File: config.mk
export PLATFORM = sky130hd
export DESIGN_NAME = xor_and_direction_load_exec
export DESIGN_NICKNAME = d
export VERILOG_FILES = /design/src/rtl/xor_exec_pkg.sv /design/src/rtl/port_dir_regs.sv /design/src/rtl/xor_and_direction_load_exec.sv
export SDC_FILE = /design/constraint.sdc
export NUM_CORES = 1
export LEC_CHECK = 0
export ABC_AREA = 1
export BUFFER_PORTS_ARGS = -buffer_cell sky130_fd_sc_hd__buf_4
export CORE_ASPECT_RATIO = 1.2
export CORE_MARGIN = 3
export CORE_UTILIZATION = 45
export DETAILED_ROUTE_END_ITERATION = 12
export PLACE_DENSITY = 0.74
export RECOVER_POWER = 50
export SYNTH_ARGS = -nofsm -noshare
export SYNTH_HDL_FRONTEND = slang
export SYNTH_SLANG_ARGS = --single-unit
File: constraint.sdc
create_clock -name clk -period 1.7 [get_ports clk]
set_input_delay 0.17 -clock clk [delete_from_list [all_inputs] [get_ports clk]]
set_output_delay 0.17 -clock clk [all_outputs]
set_load 0.01 [all_outputs]
File: src/rtl/xor_exec_pkg.sv
package xor_exec_pkg;

  // Instruction word and data widths
  localparam int unsigned INSN_W = 14;
  localparam int unsigned DATA_W = 8;
  localparam int unsigned ADDR_W = 7;

  // Opcode fields and values
  localparam int unsigned OP_LIT_POS  = 8;
  localparam int unsigned OP_FILE_POS = 8;
  localparam int unsigned DEST_POS    = 7;
  localparam logic [5:0] OP_XOR_LIT   = 6'h3a; // 11 1010
  localparam logic [5:0] OP_XOR_FILE  = 6'h06; // 00 0110
  localparam logic [10:0] OP_DIR_HI   = 11'h00c; // 00 0000 0110 0
  localparam int unsigned DIR_HI_POS  = 3;
  localparam logic [2:0] DIR_SEL_LO   = 3'h5;
  localparam logic [2:0] DIR_SEL_HI   = 3'h7;
  localparam int unsigned DIR_PORTS   = 3;

  // Reset values
  localparam logic [7:0] ACCUM_RST   = 8'h00;
  localparam logic [7:0] DIR_RST     = 8'hff;

  // Phase encoding of the instruction cycle
  typedef enum logic [1:0] {PH_DECODE, PH_READ, PH_PROCESS, PH_WRITE} phase_e;

endpackage : xor_exec_pkg
File: src/rtl/port_dir_regs.sv
`timescale 1ns/1ns
`default_nettype none
module port_dir_regs
  import xor_exec_pkg::*;
(
  // Clock and reset
  input  wire logic              clk,
  input  wire logic              rst,
  // Write port
  input  wire logic              wr_en,
  input  wire logic [1:0]        wr_idx,
  input  wire logic [DATA_W-1:0] wr_data,
  // Registered direction outputs
  output logic [DATA_W-1:0]      dir_0,
  output logic [DATA_W-1:0]      dir_1,
  output logic [DATA_W-1:0]      dir_2
);

  logic [DATA_W-1:0] mem_q [DIR_PORTS];

  // Direction register storage
  always_ff @(posedge clk)
  begin
    if (rst)
    begin
      for (int i = 0; i < DIR_PORTS; i++) mem_q[i] <= DIR_RST;
    end
    else if (wr_en)
    begin
      mem_q[wr_idx] <= wr_data;
    end
  end

  // Outputs
  assign dir_0 = mem_q[0];
  assign dir_1 = mem_q[1];
  assign dir_2 = mem_q[2];

endmodule // port_dir_regs
`default_nettype wire

File: src/rtl/xor_and_direction_load_exec.sv
// Function
// - Literal XOR into accumulator, zero flag only
// - File XOR with accumulator, zero flag only
// - Destination bit picks accumulator or file
// - Four phases, one cycle, one word
`timescale 1ns/1ns
`default_nettype none
module xor_and_direction_load_exec
  import xor_exec_pkg::*;
(
  // Clock and reset
  input  wire logic              clk,
  input  wire logic              rst,
  // Instruction from fetch
  input  wire logic              insn_valid,
  input  wire logic [INSN_W-1:0] insn,
  // File register read port
  output logic [ADDR_W-1:0]      file_addr,
  input  wire logic [DATA_W-1:0] file_rdata,
  // File register write port
  output logic                   file_we,
  output logic [DATA_W-1:0]      file_wdata,
  // Zero flag update
  output logic                   zero_we,
  output logic                   zero_val,
  // Architectural state
  output logic [DATA_W-1:0]      accum,
  output logic [DATA_W-1:0]      dir_5,
  output logic [DATA_W-1:0]      dir_6,
  output logic [DATA_W-1:0]      dir_7,
  // Status
  output logic                   busy,
  output logic                   done
);

  phase_e            phase_q, phase_d;
  logic [INSN_W-1:0] ir_q;
  logic [DATA_W-1:0] opnd_q, res_q, accum_q;
  logic              done_q, file_we_q, zero_we_q, zero_q, dir_we_q;
  logic [ADDR_W-1:0] addr_q;
  logic [DATA_W-1:0] wdata_q;
  logic [1:0]        dir_idx_q;

  // Decode of held instruction
  wire logic is_lit  = ir_q[INSN_W-1:OP_LIT_POS] == OP_XOR_LIT;
  wire logic is_file = ir_q[INSN_W-1:OP_FILE_POS] == OP_XOR_FILE;
  wire logic [2:0] dir_sel = ir_q[2:0];
  wire logic is_dir  = (ir_q[INSN_W-1:DIR_HI_POS] == OP_DIR_HI)
                       && (dir_sel >= DIR_SEL_LO) && (dir_sel <= DIR_SEL_HI);
  wire logic to_file = ir_q[DEST_POS];
  wire logic [DATA_W-1:0] xor_res = accum_q ^ opnd_q;
  wire logic idle    = phase_q == PH_DECODE;
  wire logic take       = idle && insn_valid;
  wire logic in_read    = phase_q == PH_READ;
  wire logic in_process = phase_q == PH_PROCESS;
  wire logic in_write   = phase_q == PH_WRITE;

  // Operand source: literal field or file read data
  wire logic [DATA_W-1:0] opnd_d = is_lit ? ir_q[DATA_W-1:0] : file_rdata;

  // Write-phase destinations
  wire logic wr_accum = in_write && (is_lit || (is_file && !to_file));
  wire logic wr_file  = in_write && is_file && to_file;
  wire logic wr_zero  = in_write && (is_lit || is_file);
  wire logic wr_dir   = in_write && is_dir;

  // Phase sequencing, one instruction cycle
  always_comb
  begin
    unique case (phase_q)
      PH_DECODE:  phase_d = insn_valid ? PH_READ : PH_DECODE;
      PH_READ:    phase_d = PH_PROCESS;
      PH_PROCESS: phase_d = PH_WRITE;
      PH_WRITE:   phase_d = PH_DECODE;
    endcase
  end

  // Phase register
  always_ff @(posedge clk)
  begin
    if (rst)
    begin
      phase_q <= PH_DECODE;
    end
    else
    begin
      phase_q <= phase_d;
    end
  end

  // Instruction capture while idle
  always_ff @(posedge clk)
  begin
    if (rst)
    begin
      ir_q <= '0;
    end
    else if (take)
    begin
      ir_q <= insn;
    end
  end

  // Read phase: operand capture
  always_ff @(posedge clk)
  begin
    if (rst)
    begin
      opnd_q <= '0;
    end
    else if (in_read)
    begin
      opnd_q <= opnd_d;
    end
  end

  // Process phase: exclusive-OR result
  always_ff @(posedge clk)
  begin
    if (rst)
    begin
      res_q <= '0;
    end
    else if (in_process)
    begin
      res_q <= xor_res;
    end
  end

  // Write phase: accumulator destination
  always_ff @(posedge clk)
  begin
    if (rst)
    begin
      accum_q <= ACCUM_RST;
    end
    else if (wr_accum)
    begin
      accum_q <= res_q;
    end
  end

  // Write phase: file write pulse with its address and data
  always_ff @(posedge clk)
  begin
    if (rst)
    begin
      file_we_q <= 1'b0;
      addr_q    <= '0;
      wdata_q   <= '0;
    end
    else
    begin
      file_we_q <= wr_file;
      if (wr_file)
      begin
        addr_q  <= ir_q[ADDR_W-1:0];
        wdata_q <= res_q;
      end
    end
  end

  // Write phase: zero flag, the only status touched
  always_ff @(posedge clk)
  begin
    if (rst)
    begin
      zero_we_q <= 1'b0;
      zero_q    <= 1'b0;
    end
    else
    begin
      zero_we_q <= wr_zero;
      if (wr_zero)
      begin
        zero_q <= res_q == '0;
      end
    end
  end

  // Write phase: direction load request, index 0 is operand 5
  always_ff @(posedge clk)
  begin
    if (rst)
    begin
      dir_we_q  <= 1'b0;
      dir_idx_q <= 2'h0;
    end
    else
    begin
      dir_we_q <= wr_dir;
      if (wr_dir)
      begin
        dir_idx_q <= 2'(dir_sel - DIR_SEL_LO);
      end
    end
  end

  // Completion pulse alongside the accumulator, file and flag writes and the direction load request
  always_ff @(posedge clk)
  begin
    if (rst)
    begin
      done_q <= 1'b0;
    end
    else
    begin
      done_q <= in_write;
    end
  end

  // Direction registers; no flag write here
  port_dir_regs u_dirs (
    .clk     (clk),
    .rst     (rst),
    .wr_en   (dir_we_q),
    .wr_idx  (dir_idx_q),
    .wr_data (accum_q),
    .dir_0   (dir_5),
    .dir_1   (dir_6),
    .dir_2   (dir_7)
  );

  // Outputs
  assign file_addr  = file_we_q ? addr_q : ir_q[ADDR_W-1:0];
  assign file_we    = file_we_q;
  assign file_wdata = wdata_q;
  assign zero_we    = zero_we_q;
  assign zero_val   = zero_q;
  assign accum      = accum_q;
  assign busy       = !idle;
  assign done       = done_q;

endmodule // xor_and_direction_load_exec
`default_nettype wire

== After elaboration in Yosys (flattened, before gate mapping) ==
Memory sizes are Yosys's and may differ from the RTL's.
Cells that the tools add are included.

* Add/subtract/negate cells: 1
* Reductions and logical operators: 16
* Mux-type cells: 12
* $lt $le $gt $ge: 2
* Bitwise logic cells: 1
* Equal/unequal tests: 6

{| class="wikitable"
|+ Operators by type and width
! cell !! count
|-
| $mux W8 || 2
|-
| $eq A11 B4 Y1 const B || 1
|-
| $logic_and A1 B1 Y1 || 9
|-
| $logic_not A8 Y1 || 1
|-
| $pmux W2 S4 || 1
|-
| $reduce_or A8 Y1 || 1
|-
| $xor A8 B8 Y8 || 1
|-
| $mux W1 || 7
|-
| $mux W7 || 1
|-
| $eq A6 B3 Y1 const B || 1
|-
| $eq A6 B6 Y1 const B || 1
|-
| $eq A2 B2 Y1 const B || 2
|-
| $ge A3 B3 Y1 const B || 1
|-
| $le A3 B3 Y1 const B || 1
|-
| $eq A2 B1 Y1 const B || 1
|-
| $logic_not A1 Y1 || 2
|-
| $logic_not A2 Y1 || 1
|-
| $logic_or A1 B1 Y1 || 2
|-
| $mux W2 || 1
|-
| $sub A2 B1 Y2 const B || 1
|}

* Output and inout bits: 52
* Input port bits: 25
* Memories: 1
* Register bits: 62
* Bits in writable memories: 24
* Word-level logic and storage cells: 52

{| class="wikitable"
|+ Memory list
! name !! words !! bits a word !! rd ports !! clocked after memory_dff !! write ports !! RTL line !! RTL
|-
| u_dirs.mem_q || 3 || 8 || 3 || 0 || 3 || port_dir_regs.sv:19 || <nowiki>logic [DATA_W-1:0] mem_q [DIR_PORTS];</nowiki>
|}

== Longest topological paths before layout ==
Gate-level depths: netlist of run 1.

* Depth in word-level cells: 5
* Depth in mapped cells: 10
* Depth with buffers taken out: 10

== Hierarchy ==
Synthesis of run 1 repeated with hierarchy kept, for this count alone.

* Cell total of the unflattened synthesis: 470
* Area total of the unflattened synthesis: 3814.9 um^2

{| class="wikitable"
|+ Modules (own cells, without submodules)
! module !! instances !! seq. area each (um^2) !! area each (um^2) !! cells an instance
|-
| xor_and_direction_load_exec || 1 || 1241.2 || 2844.0 || 398
|-
| port_dir_regs || 1 || 720.7 || 970.9 || 72
|}

== Worst setup path before layout of run 1 ==
OpenSTA, ideal clock, no wires.

* Kind: reg-to-reg
* Start: register dir_idx_q[1]
* End: memory u_dirs.mem_q[2][0] (enable)
* Stages on the path, launching flop included: 4
* Setup slack: 350 ps
* Period minus slack after synthesis: 1350 ps
* Data required time: 1391 ps
* Data arrival time: 1040 ps
* Cell sequence: dfxtp_1 inv_1 nor3_2 or2_2

{| class="wikitable"
|+ RTL lines
! element !! RTL line !! RTL
|-
| start: declaration || xor_and_direction_load_exec.sv:42 || <nowiki>logic [1:0] dir_idx_q;</nowiki>
|-
| start signal: assignment || xor_and_direction_load_exec.sv:194 || <nowiki>dir_idx_q <= 2'(dir_sel - DIR_SEL_LO);</nowiki>
|-
| end: declaration || port_dir_regs.sv:19 ||
|}

==> metrics.txt, run 1 <==
Post-DRT Antenna Nets=0; largest net degree at the start of global routing=27; htree depth=3; Netlist Area Pre-Place=3617 sq um; Worst Setup End Kind=register; Multi-input gate area=1326 sq um; xor/xnor share of the synthesized area=1.937%; final setup vio count=0; CTS Buffer Depth=2; Finished Layout Cells=615; antenna violations before repair=0; row count=35; clock sink count=86; Clock Skew=0.006642 ns; post-DP HPWL=6089 microns; Gate power share=11.9%; clock tree from TritonCTS=done; CTS Hold Bufs=0; Initial Util=46.67%; Mean Syn Cell Area=8.240 sq um; Hold WC Path Type=primary input to register; Setup WS post-layout=0.1861 ns; final routed DRC violation total=0; register bit count reported by yosys=86; placed cells=599; share of cells above drive strength 1=11.47%; top post-synthesis cells by area=dfxtp_1, edfxtp_1, nand2_1; vias in the first global route=2785; RSZ-0062 raised after global routing=false; Core Util, Final=54.96%; final hold viol count=0; period utilisation layout=89.06%; Placer Congestion=0.8297; adder-cell share of the synthesized area=2.421%; Yosys top cell by area=dfxtp_1; worst slack, placed=0.2411 ns; Reg power frac=56.8%; die width=87.85 microns; DRT Wirelength=8055 microns; sequential share of the synthesized area=54.24%; min Tclk post-route=1.514 ns; drt wl/cell=13.10 microns; router iterations before antenna repair=5; Worst Path Max Fanout=8; Psw=1.071 mW; Pwr per Cell Area=932.3 nW/um^2; Netlist cell types=24; complex-gate fraction of the synthesized area=12.18%; Die Span Y=104.2 microns; Sw Share=26.97%; Synth Area in Simple Gates=20.55%; Critical Path AT=1.51 ns; cells after synthesis=439; NumNets Final=550; first-iteration detailed-routing DRC count=185; Achievable Freq=0.6605 GHz; full die area=9155 sq um; number of max-cap violations=0; worst-margin pin slew=0.5830 ns; count of input and output buffers=76; top-area cell type share of the netlist area=34.31%; total internal power=2.901 mW; GRT Total Usage=18.07%; maximum VDD drop=433.5 uV; WP data required=1.70 ns; outcome=complete, no violations; post-cts sizing count=0; Clock Power Share=31.3%; Static Leakage=1.721 nW; fillcell total=734; Ports=77; multiplexer area fraction after synthesis=0%; post-synth net total=471; post-CTS setup buffer count=0; grt ovf=0; Area growth, synth to finish=17.78%; Clk pin slew, worst setup/hold paths=0.08 ns; setup TNS=0 ns; Via Count=3053; first-pass GRT wire length=13070 microns; Setup crit start kind=register; Core Area=7751 sq um; smallest hold slack=0.05592 ns; relative slew slack=61.13%; clk root buf=clkbuf_8; drt via density=4.964; diode count=0; register area=1962 sq um; largest family of logic cells by synthesized area=simple AND/OR/NAND/NOR gates; clock latency on the worst-skew pair=0.35 ns; CTS Buf Count=9; Synthesis Warnings=0; Crit Path Category=register to register; final max-slew violation count=0
## per-stage QoR
step	cell area [sq um]	power, mW
final	4260	3.972
after global routing	4260	4.175
after detailed placement	4285	2.780
after floorplan	3617	2.598
after global placement	4285	2.766
after CTS	4451	3.998
## sequential cells by signal, summed over array words and instances, names as in the netlist, 2 cells and up
name,count
opnd_q,8
file_wdata,8
res_q,8
addr_q,7
u_dirs.mem_q,24
phase_q,2
ir_q,14
accum,8
dir_idx_q,2
## final cells by class
class	count	area share [%]
clock buffers	10	2.996
repair buffers	86	11.04
well taps	92	2.702
clock inverters	6	0.8811
inverters	59	5.198
multi-input cells	276	31.13
flip-flops and latches	86	46.05
## worst max-delay path, stage by stage, from the launching register on
cell     delay, ns
dfxtp_1       0.36
inv_1         0.07
nor3_1        0.26
or2_0         0.47
## worst paths after layout
| kind | endpoint | slack (ns) | depth (start not counted) | startpoint |
|---|---|---|---|---|
| setup / recovery | u_dirs.mem_q[2][4] | 0.19 | 3 | dir_idx_q[1] |
| hold / removal | phase_q[0] | 0.06 | 3 | insn_valid |
| setup reg to reg | u_dirs.mem_q[2][4] | 0.19 | 3 | dir_idx_q[1] |
| hold reg to reg | addr_q[4] | 0.47 | 2 | addr_q[4] |
## per-layer routing
layer	track usage (%)	vias to the layer above	wire [microns]
met5	0	-	0
met4	6.908	0	106
met3	4.120	10	509
met2	29.04	86	4020
met1	23.34	1396	3418
li1	-	1561	-
## synthesized netlist by cell type
master    count
ha_1          7
o21ai_0      38
nor2_1       47
inv_1        57
nand3_1      27
nor3_2        3
clkinv_1      1
dfxtp_1      62
nand2_2       2
clkbuf_1     12
nand2_4       1
a21oi_1      50
buf_4         2
nand3_2       1
nor2_4        1
nand2_1      84
xor2_1        8
or2_2         3
nand4_1       2
edfxtp_1     24
nor3_1        2
buf_6         2
inv_2         1
buf_2         2
## power by group through the flow
stage | Combinational (mW) | Clock (mW) | Sequential, mW
global placement | 0.466 | 0 | 2.30
CTS | 0.479 | 1.26 | 2.25
global route | 0.547 | 1.36 | 2.26
finish | 0.474 | 1.24 | 2.26
detailed placement | 0.477 | 0 | 2.30
floorplan | 0.317 | 0 | 2.28
## logic make-up (layout without fill, tap and decap cells)
group,after synthesis,count (layout)
DFF,86,86
and+or+nand+nor,173,173
buffers and inverters,77,161
adders and majority gates,7,7
AOI/OAI and AO/OA,88,88
xor gates and xnor gates,8,8
## placed cells by master, fill, tap and decap left out, types with 2 or more instances in the layout
cell type and n:
nand4_1 2, xor2_1 8, nor3_1 5, or2_0 2
o21ai_0 38, nand2_1 84, a21oi_1 50, clkbuf_1 47
nand2_2 2, dfxtp_1 62, inv_1 57, ha_1 7
clkinv_1 3, nand3_1 27, buf_4 39, nor2_1 47
clkbuf_8 9, edfxtp_1 24
No activity file was read; power rests on OpenSTA's default activity.
==> inputs of run 2 (changes only) <==
- ABC_AREA: 1 -> default
==> run 2 against run 1 <==
Against the previous run: global-route usage down 0.71 points; first-iteration DRC count is 30% lower; clock power up 51%; sequential share of layout area is 3.6 points lower; critical path type unchanged; highest routed layer unchanged.
==> metrics.txt, run 2 <==
outcome=complete, no violations; Ports=77 (unchanged); Mean Syn Cell Area=10.18 sq um (+23%); CP Buf/Inv Count=0 (-1); row count=35 (unchanged); count of input and output buffers=76 (unchanged); GRT Total Usage=17.37% (-0.71 points); NumNets Final=471 (-14%); Worst Path Max Fanout=4 (-4); placed cells=520 (-13%); number of max-cap violations=0 (unchanged); final routed DRC violation total=0 (unchanged); post-DP HPWL=5694 microns (-6.5%); Static Leakage=1.706 nW (-0.89%); drt via density=5.097 (+2.7%); first-iteration detailed-routing DRC count=130 (-30%); htree depth=3 (unchanged); Netlist Area Pre-Place=3602 sq um (-0.42%); Netlist cell types=41 (+71%); top-area cell type share of the netlist area=34.46% (+0.14 points); Placer Congestion=0.7865 (-5.2%); maximum VDD drop=579.5 uV (+34%); biggest cell delay along the critical path=0.55 ns (+0.08 ns); clk root buf=clkbuf_8; relative slew slack=61.04% (-0.095 points); Die Span Y=104.0 microns (-0.20%); predominant post-synthesis flop cell=dfxtp_1; largest net degree at the start of global routing=60 (+120%); commonest non-fill, non-tap cell in the layout=buf_4; drt wl/cell=14.35 microns (+9.6%); wl on met1=3221 microns (-5.8%); share of cells above drive strength 1=30.18% (+19 points); Setup WS post-layout=0.03590 ns (-0.1502 ns); worst reg-to-reg path cell count=3 (unchanged); first-pass GRT wire length=12560 microns (-3.9%); antenna violations before repair=0 (unchanged); final max-slew violation count=0 (unchanged); Most flops, register=u_dirs.mem_q; worst-path cell chain=or4_4, and4bb_2, mux2_2; Crit Path Category=register to register; post-synth net total=386 (-18%); Met3 Wirelength=371 microns (-27%); clock tree from TritonCTS=done; min Tclk post-route=1.664 ns (+0.1502 ns); Synthesis Warnings=0 (unchanged); clock sink count=86 (unchanged); CP max stage cell=or4_4; Area growth, synth to finish=28.86%; Reg-to-Reg Start=ir_q[13]; Pwr per Cell Area=984.0 nW/um^2 (+5.5%); Yosys top cell by area=dfxtp_1; Critical Path AT=1.90 ns (+0.39 ns); EDFF count, synth=24 (unchanged); register bit count reported by yosys=86 (unchanged); Worst Hold Path EP=ir_q[9]; Finished Layout Cells=536 (-13%); clock latency on the worst-skew pair=0.35 ns (about the same); Initial Util=46.47% (-0.19 points); Worst Setup End Kind=register; router iterations before antenna repair=4 (-1); full die area=9119 sq um (-0.39%); vias in the first global route=2679 (-3.8%); setup TNS=0 ns (unchanged); Setup crit start kind=register; grt ovf=0 (unchanged); most frequent cells in the layout=buf_4, nand2_1, dfxtp_1; final setup vio count=0 (unchanged); Post-synth ARST share=0% (unchanged); max FFs per register=24 (unchanged); Clock Skew=0.007974 ns (+0.001332 ns); Worst Hold Depth=3 (unchanged); worst slack, placed=0.01337 ns (-0.2277 ns); Worst R2R End=dir_idx_q[0]; top layer in use=met4; biggest regs=u_dirs.mem_q x24, ir_q x14; die width=87.68 microns (-0.19%); sequential share of the synthesized area=54.46% (+0.23 points); min-delay src=insn[9]; cells after synthesis=354 (-19%); CTS Buf Count=9 (unchanged); Post-synth top cells=dfxtp_1, nand2_1, nand2b_1; routed wl met2=3960 microns (-1.5%); Reg2Reg Setup Slack=0.04 ns (-0.15 ns); CTS Buffer Depth=2 (unchanged); period utilisation layout=97.89% (+8.8 points); Hold WC Path Type=primary input to register; final hold viol count=0 (unchanged); worst-margin pin slew=0.5844 ns (+0.001349 ns); CTS Hold Bufs=0 (unchanged); Core Area=7751 sq um (unchanged); WP data required=1.94 ns (+0.24 ns); top post-synthesis cells by area=dfxtp_1, edfxtp_1, nand2b_1; Achievable Freq=0.6009 GHz (-9.0%); Via Count=2732 (-11%); DRT Wirelength=7691 microns (-4.5%); Clk pin slew, worst setup/hold paths=0.08 ns (about the same); CP top delay family=simple AND/OR/NAND/NOR gates; Post-DRT Antenna Nets=0 (unchanged); diode count=0 (unchanged)
[run 2: changes by cell type after synthesis, sizes merged, moves of 8 or more]
cell	before	now
inv	58	4
nand2b	0	42
o21ai	38	3
nand3	28	1
nor2	48	21
nand2	87	62
a21oi	50	29
mux2i	0	19
a211oi	0	16
xnor2	0	8
xor2	8	0
[run 2: power by group]
group | switching, mW | internal [mW]
sequential | 0.0816 | 2.18
combinational | 0.226 | 0.213
clock | 0.737 | 1.13
total | 1.04 | 3.52
[run 2: worst register-to-register path, stage by stage, from the launching register on]
cell and delay, ns:
dfxtp_1 0.34, or4_4 0.55, and4bb_2 0.33, mux2_2 0.34
[run 2: layout make-up]
class | count | area [sq um]
Multi-Input combinational cell | 245 | 1575
Clock buffer | 9 | 123.9
Inverter | 4 | 15.01
Fill cell | 669 | 3109
Sequential cell | 86 | 1969
Tap cell | 92 | 115.1
Clock inverter | 7 | 145.1
Timing Repair Buffer | 93 | 698.2
[run 2: kinds of logic after synthesis]
logic type	synth area share, %
AND/OR/NAND/NOR	22.82
XOR/XNOR	1.945
flip-flops	54.46
multiplexers	7.468
adder cells (fa/ha/maj)	2.431
buffers and inverters	2.779
AO/OA/AOI/OAI	8.093
[run 2: how the worst max path moves through the flow]
stage | startpoint | endpoint | slack, ns | cells past startpoint
final | ir_q[13] | dir_idx_q[0] | 0.04 | 3
after global routing | phase_q[0] | dir_we_q | -0.009 | 5
after CTS | phase_q[0] | dir_we_q | 0.01 | 5
after detailed placement | ir_q[13] | dir_idx_q[0] | 0.01 | 3
after global placement | ir_q[13] | dir_idx_q[0] | 0.04 | 3
after floorplan | dir_idx_q[1] | u_dirs.mem_q[1][0] | -0.03 | 2
[run 2: per-stage QoR]
step | cell area (sq um) | power [mW] | hold slack [ns] | util, %
after global placement | 4337 | 2.718 | 0.4172 | 55.95
after global routing | 4642 | 4.755 | 0.05728 | 59.89
after CTS | 4616 | 4.599 | 0.04554 | 59.55
after floorplan | 3608 | 2.567 | 0.3060 | -
after detailed placement | 4337 | 2.732 | 0.4250 | 55.95
final | 4642 | 4.568 | 0.05896 | 59.89
[run 2: repair_timing]
| action | CTS | global route |
|---|---|---|
| setup buffers | 0 | 0 |
| gates resized for setup | 4 | 7 |
| endpoints found under the setup margin | 2 | 17 |
| pin swaps | 2 | 3 |
[run 2: per-layer routing]
layer	GRT usage, %	up-vias
met2	30.60	73
met3	3.011	14
met4	6.798	0
met1	20.42	1268
met5	0	-
li1	-	1377
